### src/design/adc_seq_pkg.sv
// Shared constants and types for the converter mode sequencer
package adc_seq_pkg;

  // ****************************************
  // Register byte offsets
  // ****************************************
  localparam logic [7:0] CTRL_OFS = 8'h00;
  localparam logic [7:0] STAT_OFS = 8'h04;
  localparam logic [7:0] IEN_OFS = 8'h08;
  localparam logic [7:0] ICLR_OFS = 8'h0c;
  localparam logic [7:0] BUSY_OFS = 8'h10;
  localparam logic [7:0] RES_BASE = 8'h20;
  localparam logic [7:0] RES_LAST = 8'h3c;

  // ****************************************
  // Control field positions
  // ****************************************
  localparam int MODE_LSB = 0;
  localparam int CH_LSB = 2;
  localparam int GRP_LSB = 5;
  localparam int START_BIT = 7;
  localparam int TRIG_BIT = 8;
  localparam int RES10_BIT = 9;
  localparam int DIV_LSB = 10;

  // ****************************************
  // Status and interrupt bits
  // ****************************************
  localparam int STAT_W = 2;
  localparam int STAT_DONE_BIT = 0;
  localparam int STAT_OVR_BIT = 1;

  // ****************************************
  // Widths
  // ****************************************
  localparam int CH_W = 3;
  localparam int NUM_CH = 8;
  localparam int RES_W = 10;

  // ****************************************
  // Conversion timing in converter clock ticks
  // ****************************************
  localparam int CONV_CYC_8 = 49;
  localparam int CONV_CYC_10 = 59;
  localparam int BITS_8 = 8;
  localparam int BITS_10 = 10;
  localparam int TRIAL_GAP = 3;
  localparam logic [6:0] LAST_TICK_8 = 7'(CONV_CYC_8 - 1);
  localparam logic [6:0] LAST_TICK_10 = 7'(CONV_CYC_10 - 1);
  localparam logic [6:0] SAR_T0_8 = 7'(CONV_CYC_8 - 1 - TRIAL_GAP * BITS_8);
  localparam logic [6:0] SAR_T0_10 = 7'(CONV_CYC_10 - 1 - TRIAL_GAP * BITS_10);
  localparam logic [3:0] LAST_BIT_8 = 4'(BITS_8 - 1);
  localparam logic [3:0] LAST_BIT_10 = 4'(BITS_10 - 1);
  localparam logic [1:0] DECIDE_SUB = 2'(TRIAL_GAP - 1);

  // ****************************************
  // Converter clock divide selections
  // ****************************************
  localparam logic [1:0] DIV1_LIM = 2'h0;
  localparam logic [1:0] DIV2_LIM = 2'h1;
  localparam logic [1:0] DIV4_LIM = 2'h3;

  typedef enum logic [1:0] {
    MODE_ONESHOT = 2'h0,
    MODE_REPEAT = 2'h1,
    MODE_SWEEP = 2'h2,
    MODE_RSWEEP = 2'h3
  } mode_t;

  typedef enum logic [2:0] {
    ST_IDLE = 3'h1,
    ST_WAIT = 3'h2,
    ST_CONV = 3'h4
  } state_t;

endpackage

### src/design/adc_mode_sequencer.sv
// Successive approximation converter mode sequencer with AHB-Lite registers
// Function
// Control write mid-conversion flagged, result undefined
// Software reprograms channel after mode change
// Software keeps converter clock below 10 MHz
// Writing start one begins conversion
// Writing start zero stops conversion
// One-shot converts selected channel exactly once
// One-shot and sweep end clear start; the code keeps start set at the end when trigger select is on
// One-shot and single sweep end interrupt
// Channel field picks input 0 to 7
// Repeat converts continuously, no interrupt
// Results readable anytime during conversion
// Single sweep converts group once, ends
// Group select gives 2, 4, 6, 8
// Repeat sweep loops group, no interrupt
// Conversion takes 49 or 59 ticks
// Low 8 bits even byte, upper odd
// Trigger falling edge starts, retriggers conversion
// Sweep ascends from input 0, storing each
// Start flag held in repeating modes
`timescale 1ns/1ps
module adc_mode_sequencer
  import adc_seq_pkg::*;
(
  input wire logic hclk,
  input wire logic hresetn,
  input wire logic hsel,
  input wire logic [31:0] haddr,
  input wire logic [1:0] htrans,
  input wire logic hwrite,
  input wire logic [2:0] hsize,
  input wire logic [31:0] hwdata,
  input wire logic hready,
  output logic [31:0] hrdata,
  output logic hreadyout,
  output logic hresp,
  output logic irq,
  input wire logic external_trigger_input,
  input wire logic cmp_high,
  output logic [CH_W-1:0] analog_sel,
  output logic sample_en,
  output logic [RES_W-1:0] dac_code,
  output logic converter_clock
);

  // ****************************************
  // Bus slave
  // ****************************************
  logic addr_ok;
  logic wr_pend_ff;
  logic [7:0] wr_addr_ff;
  logic rd_mem_ff;
  logic [31:0] rd_data_ff;
  logic [31:0] nxt_rd_data;
  logic [RES_W-1:0] mem_q;
  logic wr_ctrl;
  logic wr_ien;
  logic wr_iclr;

  // Control and status state
  mode_t mode_ff;
  logic [CH_W-1:0] ch_sel_ff;
  logic [1:0] grp_ff;
  logic start_ff;
  logic trig_sel_ff;
  logic res10_ff;
  logic [1:0] div_ff;
  logic [STAT_W-1:0] stat_ff;
  logic [STAT_W-1:0] ien_ff;
  logic [STAT_W-1:0] evt;

  // Engine state
  state_t state_ff;
  state_t nxt_state;
  logic [CH_W-1:0] cur_ch_ff;
  logic [6:0] tick_cnt_ff;
  logic [3:0] bit_idx_ff;
  logic [1:0] sub_ff;
  logic trial_on_ff;
  logic [RES_W-1:0] sar_ff;
  logic tick;
  logic trig_s1_ff;
  logic trig_s2_ff;
  logic trig_s3_ff;
  logic cmp_s1_ff;
  logic cmp_s2_ff;
  logic trig_fall;
  logic begin_conv;
  logic decide;
  logic done;
  logic finish;
  logic restart;
  logic last_ch;
  logic sweep_mode;
  logic [6:0] t0;
  logic [6:0] last_tick;
  logic [3:0] last_bit;
  logic [RES_W-1:0] bit_mask;
  logic [RES_W-1:0] sar_dec;
  logic [RES_W-1:0] result;
  logic [CH_W-1:0] nxt_ch;

  assign addr_ok = hsel && htrans[1] && hready;
  assign hreadyout = 1'b1;
  assign hresp = 1'b0;
  assign wr_ctrl = wr_pend_ff && (wr_addr_ff == CTRL_OFS);
  assign wr_ien = wr_pend_ff && (wr_addr_ff == IEN_OFS);
  assign wr_iclr = wr_pend_ff && (wr_addr_ff == ICLR_OFS);

  always_ff @(posedge hclk or negedge hresetn)
  begin
    if (!hresetn)
    begin
      wr_pend_ff <= 1'b0;
      wr_addr_ff <= 8'h00;
    end
    else
    begin
      wr_pend_ff <= addr_ok && hwrite;
      wr_addr_ff <= haddr[7:0];
    end
  end

  always_comb
  begin
    nxt_rd_data = 32'h0;
    if (haddr[7:0] == CTRL_OFS)
      nxt_rd_data = {20'h0, div_ff, res10_ff, trig_sel_ff, start_ff, grp_ff, ch_sel_ff, mode_ff};
    else if (haddr[7:0] == STAT_OFS)
      nxt_rd_data = {30'h0, stat_ff};
    else if (haddr[7:0] == IEN_OFS)
      nxt_rd_data = {30'h0, ien_ff};
    else if (haddr[7:0] == BUSY_OFS)
      nxt_rd_data = {25'h0, cur_ch_ff, 1'b0, state_ff};
  end

  always_ff @(posedge hclk or negedge hresetn)
  begin
    if (!hresetn)
    begin
      rd_data_ff <= 32'h0;
      rd_mem_ff <= 1'b0;
    end
    else if (addr_ok && !hwrite)
    begin
      rd_data_ff <= nxt_rd_data;
      rd_mem_ff <= (haddr[7:0] >= RES_BASE) && (haddr[7:0] <= RES_LAST);
    end
  end

  // Result words: low 8 bits in byte 0, upper 2 bits in byte 1
  assign hrdata = rd_mem_ff ? {22'h0, mem_q} : rd_data_ff;

  // ****************************************
  // Control register
  // ****************************************
  always_ff @(posedge hclk or negedge hresetn)
  begin
    if (!hresetn)
    begin
      mode_ff <= MODE_ONESHOT;
      ch_sel_ff <= 3'h0;
      grp_ff <= 2'h0;
      trig_sel_ff <= 1'b0;
      res10_ff <= 1'b0;
      div_ff <= 2'h0;
    end
    else if (wr_ctrl)
    begin
      mode_ff <= mode_t'(hwdata[MODE_LSB +: 2]);
      ch_sel_ff <= hwdata[CH_LSB +: CH_W];
      grp_ff <= hwdata[GRP_LSB +: 2];
      trig_sel_ff <= hwdata[TRIG_BIT];
      res10_ff <= hwdata[RES10_BIT];
      div_ff <= hwdata[DIV_LSB +: 2];
    end
  end

  // Software write wins over the automatic clear
  always_ff @(posedge hclk or negedge hresetn)
  begin
    if (!hresetn)
      start_ff <= 1'b0;
    else if (wr_ctrl)
      start_ff <= hwdata[START_BIT];
    else if (finish && !trig_sel_ff)
      start_ff <= 1'b0;
  end

  // ****************************************
  // Interrupt status, enable and clear
  // ****************************************
  assign evt[STAT_DONE_BIT] = finish;
  assign evt[STAT_OVR_BIT] = wr_ctrl && (state_ff == ST_CONV);

  always_ff @(posedge hclk or negedge hresetn)
  begin
    if (!hresetn)
      stat_ff <= '0;
    else if (wr_iclr)
      stat_ff <= (stat_ff & ~hwdata[STAT_W-1:0]) | evt;
    else
      stat_ff <= stat_ff | evt;
  end

  always_ff @(posedge hclk or negedge hresetn)
  begin
    if (!hresetn)
      ien_ff <= '0;
    else if (wr_ien)
      ien_ff <= hwdata[STAT_W-1:0];
  end

  assign irq = |(stat_ff & ien_ff);

  // ****************************************
  // Input synchronisers
  // ****************************************
  always_ff @(posedge hclk or negedge hresetn)
  begin
    if (!hresetn)
    begin
      trig_s1_ff <= 1'b1;
      trig_s2_ff <= 1'b1;
      trig_s3_ff <= 1'b1;
      cmp_s1_ff <= 1'b0;
      cmp_s2_ff <= 1'b0;
    end
    else
    begin
      trig_s1_ff <= external_trigger_input;
      trig_s2_ff <= trig_s1_ff;
      trig_s3_ff <= trig_s2_ff;
      cmp_s1_ff <= cmp_high;
      cmp_s2_ff <= cmp_s1_ff;
    end
  end

  assign trig_fall = trig_s3_ff && !trig_s2_ff;

  // ****************************************
  // Sequencing
  // ****************************************
  assign sweep_mode = (mode_ff == MODE_SWEEP) || (mode_ff == MODE_RSWEEP);
  assign last_ch = (cur_ch_ff == {grp_ff, 1'b1});
  assign t0 = res10_ff ? SAR_T0_10 : SAR_T0_8;
  assign last_tick = res10_ff ? LAST_TICK_10 : LAST_TICK_8;
  assign last_bit = res10_ff ? LAST_BIT_10 : LAST_BIT_8;
  assign decide = (state_ff == ST_CONV) && tick && trial_on_ff && (sub_ff == DECIDE_SUB);
  assign done = decide && (bit_idx_ff == last_bit);
  assign finish = done && ((mode_ff == MODE_ONESHOT) || ((mode_ff == MODE_SWEEP) && last_ch));

  always_comb
  begin
    nxt_state = state_ff;
    begin_conv = 1'b0;
    restart = 1'b0;
    nxt_ch = cur_ch_ff;
    case (state_ff)
      ST_IDLE:
      begin
        if (wr_ctrl && hwdata[START_BIT])
        begin
          if (hwdata[TRIG_BIT])
            nxt_state = ST_WAIT;
          else
          begin
            nxt_state = ST_CONV;
            begin_conv = 1'b1;
          end
        end
      end
      ST_WAIT:
      begin
        if (wr_ctrl && !hwdata[START_BIT])
          nxt_state = ST_IDLE;
        else if (trig_fall)
        begin
          nxt_state = ST_CONV;
          begin_conv = 1'b1;
        end
      end
      ST_CONV:
      begin
        if (wr_ctrl && !hwdata[START_BIT])
          nxt_state = ST_IDLE;
        else if (trig_sel_ff && trig_fall)
          begin_conv = 1'b1;
        else if (finish)
          nxt_state = trig_sel_ff ? ST_WAIT : ST_IDLE;
        else if (done)
        begin
          restart = 1'b1;
          if (mode_ff != MODE_REPEAT)
            nxt_ch = last_ch ? 3'h0 : cur_ch_ff + 3'h1;
        end
      end
      default:
        nxt_state = ST_IDLE;
    endcase
  end

  always_ff @(posedge hclk or negedge hresetn)
  begin
    if (!hresetn)
      state_ff <= ST_IDLE;
    else
      state_ff <= nxt_state;
  end

  always_ff @(posedge hclk or negedge hresetn)
  begin
    if (!hresetn)
      cur_ch_ff <= 3'h0;
    else if (begin_conv)
      cur_ch_ff <= (sweep_mode && !wr_ctrl) || (wr_ctrl && hwdata[MODE_LSB + 1]) ? 3'h0
                   : (wr_ctrl ? hwdata[CH_LSB +: CH_W] : ch_sel_ff);
    else
      cur_ch_ff <= nxt_ch;
  end

  // ****************************************
  // Successive approximation engine
  // ****************************************
  assign bit_mask = 10'h200 >> bit_idx_ff;
  assign sar_dec = cmp_s2_ff ? sar_ff : (sar_ff & ~bit_mask);
  assign result = res10_ff ? sar_dec : {2'h0, sar_dec[9:2]};

  always_ff @(posedge hclk or negedge hresetn)
  begin
    if (!hresetn)
    begin
      tick_cnt_ff <= 7'h0;
      bit_idx_ff <= 4'h0;
      sub_ff <= 2'h0;
      trial_on_ff <= 1'b0;
      sar_ff <= 10'h0;
    end
    else if (begin_conv || restart || state_ff != ST_CONV)
    begin
      tick_cnt_ff <= 7'h0;
      bit_idx_ff <= 4'h0;
      sub_ff <= 2'h0;
      trial_on_ff <= 1'b0;
      sar_ff <= 10'h0;
    end
    else if (tick)
    begin
      tick_cnt_ff <= tick_cnt_ff + 7'h1;
      if (!trial_on_ff && tick_cnt_ff == t0)
      begin
        trial_on_ff <= 1'b1;
        sar_ff <= 10'h200;
      end
      else if (decide)
      begin
        sub_ff <= 2'h0;
        bit_idx_ff <= bit_idx_ff + 4'h1;
        sar_ff <= sar_dec | (bit_mask >> 1);
      end
      else if (trial_on_ff)
        sub_ff <= sub_ff + 2'h1;
    end
  end

  assign analog_sel = cur_ch_ff;
  assign sample_en = (state_ff == ST_CONV) && !trial_on_ff;
  assign dac_code = sar_ff;

  conv_clk_div u_div
  (
    .hclk(hclk),
    .hresetn(hresetn),
    .div_sel(div_ff),
    .tick(tick)
  );

  assign converter_clock = tick;

  result_mem u_mem
  (
    .hclk(hclk),
    .we(done && !(wr_ctrl && !hwdata[START_BIT])),
    .waddr(cur_ch_ff),
    .wdata(result),
    .raddr(haddr[4:2]),
    .rdata_ff(mem_q)
  );
endmodule

### src/design/conv_clk_div.sv
// Converter clock tick generator dividing the main clock
`timescale 1ns/1ps
module conv_clk_div
  import adc_seq_pkg::*;
(
  input wire logic hclk,
  input wire logic hresetn,
  input wire logic [1:0] div_sel,
  output logic tick
);

  logic [1:0] cnt_ff;
  logic [1:0] lim;

  always_comb
  begin
    if (div_sel == 2'h0)
      lim = DIV1_LIM;
    else if (div_sel == 2'h1)
      lim = DIV2_LIM;
    else
      lim = DIV4_LIM;
  end

  always_ff @(posedge hclk or negedge hresetn)
  begin
    if (!hresetn)
      cnt_ff <= 2'h0;
    else if (cnt_ff >= lim)
      cnt_ff <= 2'h0;
    else
      cnt_ff <= cnt_ff + 2'h1;
  end

  always_ff @(posedge hclk or negedge hresetn)
  begin
    if (!hresetn)
      tick <= 1'b0;
    else
      tick <= (cnt_ff >= lim);
  end

endmodule

### src/design/result_mem.sv
// Per-channel result store with registered read port
`timescale 1ns/1ps
module result_mem
  import adc_seq_pkg::*;
(
  input wire logic hclk,
  input wire logic we,
  input wire logic [CH_W-1:0] waddr,
  input wire logic [RES_W-1:0] wdata,
  input wire logic [CH_W-1:0] raddr,
  output logic [RES_W-1:0] rdata_ff
);

  logic [RES_W-1:0] mem [NUM_CH];

  always_ff @(posedge hclk)
  begin
    if (we)
      mem[waddr] <= wdata;
  end

  always_ff @(posedge hclk)
  begin
    rdata_ff <= mem[raddr];
  end

endmodule

### config.mk
export PLATFORM = sky130hd
export DESIGN_NAME = adc_mode_sequencer
export DESIGN_NICKNAME = d
export VERILOG_FILES = /design/src/design/adc_seq_pkg.sv /design/src/design/adc_mode_sequencer.sv /design/src/design/conv_clk_div.sv /design/src/design/result_mem.sv
export SDC_FILE = /design/constraint.sdc
export NUM_CORES = 1
export LEC_CHECK = 0
export BUFFER_PORTS_ARGS = -buffer_cell sky130_fd_sc_hd__clkbuf_2
export CORE_MARGIN = 3
export CORE_UTILIZATION = 35
export CTS_CLUSTER_SIZE = 30
export DETAILED_ROUTE_END_ITERATION = 8
export PLACE_DENSITY = 0.63
export SETUP_SLACK_MARGIN = 0.1
export SYNTH_ARGS = -nofsm -noshare
export SYNTH_HDL_FRONTEND = slang
export SYNTH_SLANG_ARGS = --single-unit
### constraint.sdc
create_clock -name hclk -period 4.9 [get_ports hclk]
set_clock_uncertainty 0.2 [all_clocks]
set_input_delay 0.98 -clock hclk [delete_from_list [all_inputs] [get_ports hclk]]
set_output_delay 0.98 -clock hclk [all_outputs]
set_load 0.005 [all_outputs]
After elaboration in Yosys (flattened, before gate mapping)

Memories as Yosys holds them, arrays and structs flattened. A register that Yosys moved wholly into a read port is not among the register bits.
Cells that the tools add are included.

Register bits: 96
Memory bits (writable): 80
Input port bits: 76
Memories kept: 1
Logic and storage cells: 193

Memories:

| name      | words | width | read ports | clocked after Yosys merged registers in | write ports | RTL line         | source |
|---|---|---|---|---|---|---|---|
| u_mem.mem | 8     | 10    | 1          | 1                                       | 1           | result_mem.sv:14 | `logic [RES_W-1:0] mem [NUM_CH];` |

Multiplexer cells: 66
Bitwise operators: 8
Shift-type cells: 1
Equal/unequal tests: 25
Reductions and logical operators: 57
Add/subtract/negate cells: 5
Magnitude comparators: 3

Operators by type and width:

| cell                                                                              | count |
|---|---|
| 10-bit 2-to-1 mux                                                                 | 6 |
| 3-bit 2-to-1 mux                                                                  | 18 |
| 7-bit 2-to-1 mux                                                                  | 5 |
| 32-bit 2-to-1 mux                                                                 | 1 |
| 1-bit logical AND                                                                 | 25 |
| 8-bit by 4-bit equality test with 1-bit output (second input constant)            | 3 |
| 2-bit 2-to-1 mux                                                                  | 10 |
| 4-bit 2-to-1 mux                                                                  | 5 |
| 1-bit 2-to-1 mux                                                                  | 18 |
| 8-bit zero test                                                                   | 2 |
| 2-bit nonzero test                                                                | 7 |
| 12-bit 2-to-1 mux                                                                 | 1 |
| 3-bit inequality test (second input constant)                                     | 4 |
| 10-bit AND                                                                        | 1 |
| 2-bit inequality test (second input constant)                                     | 5 |
| 10-bit NOT                                                                        | 1 |
| 10-bit by 9-bit OR with 10-bit output                                             | 1 |
| 10-bit by 4-bit >> shifter with 10-bit output (first input constant)              | 1 |
| 3-bit case mux with 3 select lines                                                | 1 |
| 8-bit by 3-bit equality test with 1-bit output (second input constant)            | 1 |
| 8-bit by 5-bit equality test with 1-bit output (second input constant)            | 1 |
| 8-bit by 6-bit >= comparator with 1-bit output (second input constant)            | 1 |
| 8-bit by 6-bit less-or-equal comparator with 1-bit output (second input constant) | 1 |
| 7-bit by 1-bit adder with 7-bit output (second input constant)                    | 1 |
| other kinds (26)                                                                  | 45 |

Longest topological paths before layout

Depth after elaboration: 14
Gate-level depth with buffers: 8

By module

From an unflattened synthesis, not the netlist that was laid out.

Cell total of the unflattened synthesis: 575
Area, all modules: 7537.2 µm²

Modules (own cells, without submodules):

| module             | area an instance (µm²) | cells each | instances |
|---|---|---|---|
| adc_mode_sequencer | 4040.1                 | 424        | 1 |
| result_mem         | 3333.2                 | 138        | 1 |
| conv_clk_div       | 163.9                  | 13         | 1 |

Least setup slack after synthesis

No wires, ideal clock.

Path kind: input-to-reg
Start: input hwdata[7]
End: memory u_mem.mem[0][0], enable pin
Buffers on the path: 0
Setup time: 0.390 ns
Slack: 2.000 ns
Cell stages on the path: 4
Data required time: 4.310 ns
Arrival: 2.310 ns
Cells stage by stage: nor3_1 -> and3_1 -> or3_1 -> nor3_1

Cells in the longest elaborated chain, start to end: 6

Ends and longest elaborated chain:

| what                                   | RTL line                  | source |
|---|---|---|
| start: declaration                     | adc_mode_sequencer.sv:33  | `input wire logic [31:0] hwdata,` |
| 1-bit zero test                        | adc_mode_sequencer.sv:384 | `.we(done && !(wr_ctrl && !hwdata[START_BIT])),` |
| 1-bit logical AND                      | adc_mode_sequencer.sv:384 |  |
| 1-bit zero test                        | adc_mode_sequencer.sv:384 |  |
| 1-bit logical AND                      | adc_mode_sequencer.sv:384 |  |
| 1-bit 2-to-1 mux                       | result_mem.sv:18          | `if (we)` |
| 1-bit 2-to-1 mux (not written as such) | result_mem.sv:19          | `mem[waddr] <= wdata;` |
| end: declaration                       | result_mem.sv:14          |  |

Every way passes these cells.

Final worst setup path

Start: register u_div.tick
End: memory u_mem.mem[6][3], enable pin

Cells in the longest elaborated chain, start to end: 7

Ends and longest elaborated chain:

| what                                   | RTL line                  | source |
|---|---|---|
| start: declaration                     | conv_clk_div.sv:9         | `output logic tick` |
| start signal: assignment               | conv_clk_div.sv:40        | `tick <= (cnt_ff >= lim);` |
| 1-bit logical AND (3 in a row)         | adc_mode_sequencer.sv:250 | `assign decide = (state_ff == ST_CONV) && tick && trial_on_ff && (sub_ff == DECIDE_SUB);` |
| 1-bit logical AND                      | adc_mode_sequencer.sv:251 | `assign done = decide && (bit_idx_ff == last_bit);` |
| 1-bit logical AND                      | adc_mode_sequencer.sv:384 |  |
| 1-bit 2-to-1 mux                       | result_mem.sv:18          |  |
| 1-bit 2-to-1 mux (not written as such) | result_mem.sv:19          |  |

Every way passes these cells.

==> impl_metrics.tcl <==
set metrics [dict create \
    worstHoldStart "cmp_s1_ff$_DFF_PN0_" \
    crit_fanout 13 \
    io_buffers 55 \
    dp_cells 892 \
    routabilityCongestion 0.8615 \
    internal_power_mw 2.330 \
    cts-root-buf "clkbuf_16" \
    layout_commonest_cell "edfxtp_1" \
    clkTransAtPathRegs_ps 60 \
    drv_cap 0 \
    ctsHoldBuffers 0 \
    drive_above_1_share_pct 19.42 \
    diodes 0 \
    netlist_area_um2 7438 \
    dr.pass1.iters 5 \
    critPathLaunch "u_div.tick$_DFF_PN0_" \
    regToRegStartpoint "u_div.tick$_DFF_PN0_" \
    die-area_um2 23040 \
    setup_viol 0 \
    grt-ovfl-total 0 \
    critPathRequiredTime_ps 4740 \
    core-area_um2 20560 \
    critical_path_class "reg -> reg" \
    wl_um 16400 \
    worstPathArrival_ps 3220 \
    grt_max_degree 77 \
    yosys.area.top_type "edfxtp_1" \
    synthCells 595 \
    r2r-end "u_mem.mem[6][3]$_DFFE_PP_" \
    yosys_warnings 0 \
    drt_iter0_markers 330 \
    die_w_um 151.8 \
    drc 0 \
    ys.flop_type "edfxtp_1" \
    num-nets-final 728 \
    relSlewSlack_pct 21.69 \
    synth_cell_types 66 \
    tightest_slew_ps 1170 \
    tns_ps 0 \
    hold_viol_final 0 \
    die_y_um 151.8 \
    status "completed" \
    cts_tree "yes" \
    synth_top_area_share_pct 32.30 \
    clock_latency_ps 430 \
    h-tree-depth 4 \
    dr_total_vias 4795 \
    leakage_nw 3.319 \
    ir_drop_uv 207.4 \
    ios 126 \
    start_kind "flip-flop" \
    async_flop_share_pct 45.78 \
    clock-sinks 166 \
    timing.final.crit_period_ps 3374 \
    rsz0062_at_grt "no" \
    switching_share_pct 21.96 \
    synthTopCellsByArea "edfxtp_1 32%, dfrtp_1 24%, mux4_2 6.1%" \
    syn2layout_area_growth_pct 13.68 \
    finalNonFillerCells 924 \
    synth_edf_count 80 \
    globalRouteTotalUtil_pct 14.65 \
    period_share_pct 68.85 \
    layout_common_cells "80 x edfxtp_1, 72 x dfrtp_1, 70 x nand2_1, 54 x clkbuf_2, 46 x nor2_1" \
    min_to "cmp_s2_ff$_DFF_PN0_" \
    ant_nets 0 \
    start_util_pct 36.18 \
    synth-seq-cells 166 \
    avgRoutedWirePerCell_um 17.75 \
    fill_cells 1952 \
    critPathCaptureType "flip-flop" \
    via_per_inst 5.189 \
    hold_depth 0 \
    cts.path.max_buffers 2 \
    post_cts_buffers 0 \
    cts_resized 0 \
    avgSynthCellArea_um2 12.50 \
    p_per_area_nw_per_um2 353.2 \
    antenna_found_initial 0 \
    yosysSeqAreaShare_pct 60.62 \
    grt_pass1_vias 4697 \
    grt_pass1_wl_um 25440 \
    hold_class "reg -> reg" \
    place_hpwl_um 11320 \
    r2r_slack_ps 1530 \
    power.share.sequential_pct 50.8 \
    p_sw_uw 655.9 \
    max_freq_ghz 0.2964 \
    comb_power_share_pct 4.8 \
    rows 52 \
    ff2ff_path_depth 4 \
    cts_made_buffers 17 \
    pwr-share-clk_pct 44.4 \
    slew_viol_final 0 \
]
[state kept, by name (all words and copies together) (netlist names), 2 cells and up]
signal / flops
ch_sel_ff: 3
ien_ff: 2
u_div.cnt_ff: 2
dac_code: 10
mode_ff: 2
div_ff: 2
wr_addr_ff: 8
grp_ff: 2
rd_data_ff: 12
sub_ff: 2
stat_ff: 2
analog_sel: 3
state_ff: 3
bit_idx_ff: 4
u_mem.rdata_ff: 10
u_mem.mem: 80
tick_cnt_ff: 7
[final cells by class]
type / instances / area (µm²) / area share (%)
clock buffer: 22 / 464.2 / 5.490
clock inverter: 10 / 123.9 / 1.465
inverter: 15 / 56.30 / 0.6659
multi-input combinational: 384 / 2671 / 31.59
sequential: 166 / 4509 / 53.33
tap: 270 / 337.8 / 3.995
timing repair buffer: 57 / 292.8 / 3.463
[Yosys cell counts (7+ instances only)]
cell / n
nand2b_1: 12
edfxtp_1: 80
mux2i_1: 9
o21ai_1: 8
a21oi_1: 27
dfrtp_1: 72
mux2_1: 12
buf_4: 22
o21ai_0: 24
nor2b_1: 7
inv_1: 14
clkbuf_1: 17
ha_1: 11
xnor2_1: 7
nor2_1: 46
nor3b_1: 7
mux4_2: 20
buf_2: 7
mux2_2: 10
nand2_1: 70
dfxtp_1: 10
nand3_1: 8
[worst max-delay path: stages (launching register included)]
cell and delay, ps:
dfrtp_1 540, and4b_1 580, o2111ai_1 330, or3_1 500
nor2_1 830
[stage by stage]
stage	hold WS [ps]	setup slack [ps]	util, %	cell area [µm²]	power [mW]
floorplan	131.2	2000	-	7513	1.642
global placement	137.1	1525	38.27	7868	1.690
detailed placement	146.3	1479	38.27	7868	1.693
CTS	160.5	1473	41.13	8456	3.014
global route	171.3	1323	41.13	8456	3.098
finish	158.5	1526	41.13	8456	2.986
[logic make-up after synthesis]
kind of cell    share of synthesized area, %
simple gates                           12.73
flops                                  60.62
other cells                           0.1010
buf+inv                                4.609
compound gates                         8.192
mux                                    10.60
fa+ha+maj                              1.850
xor+xnor                               1.295
[power groups by stage]
| stage | clock [mW] | combinational, mW | sequential (mW) |
|---|---|---|---|
| finish | 1.32 | 0.144 | 1.52 |
| floorplan | 0 | 0.118 | 1.52 |
| CTS | 1.35 | 0.148 | 1.52 |
| detailed placement | 0 | 0.147 | 1.55 |
| global route | 1.41 | 0.164 | 1.52 |
| global placement | 0 | 0.146 | 1.54 |
[metal layers]
layer	wire length (µm)	up-vias	GRT usage, %	part of all wire (%)
li1	-	2222	-	-
met1	7420	2424	19.55	45
met2	7813	128	23.33	48
met3	904	21	3.599	5.5
met4	262	0	5.301	1.6
met5	0	-	0	0
[worst max-delay path by stage]
stage	endpoint	cells after the start
6_report	u_mem.mem[6][3]$_DFFE_PP_	4
5_1_grt	u_mem.mem[6][1]$_DFFE_PP_	4
4_1_cts	u_mem.mem[4][0]$_DFFE_PP_	4
3_5_place_dp	u_mem.mem[4][8]$_DFFE_PP_	4
3_3_place_gp	u_mem.mem[4][6]$_DFFE_PP_	4
2_1_floorplan	u_mem.mem[0][0]$_DFFE_PP_	4
Note: power is estimated with default switching activity, not from simulation.
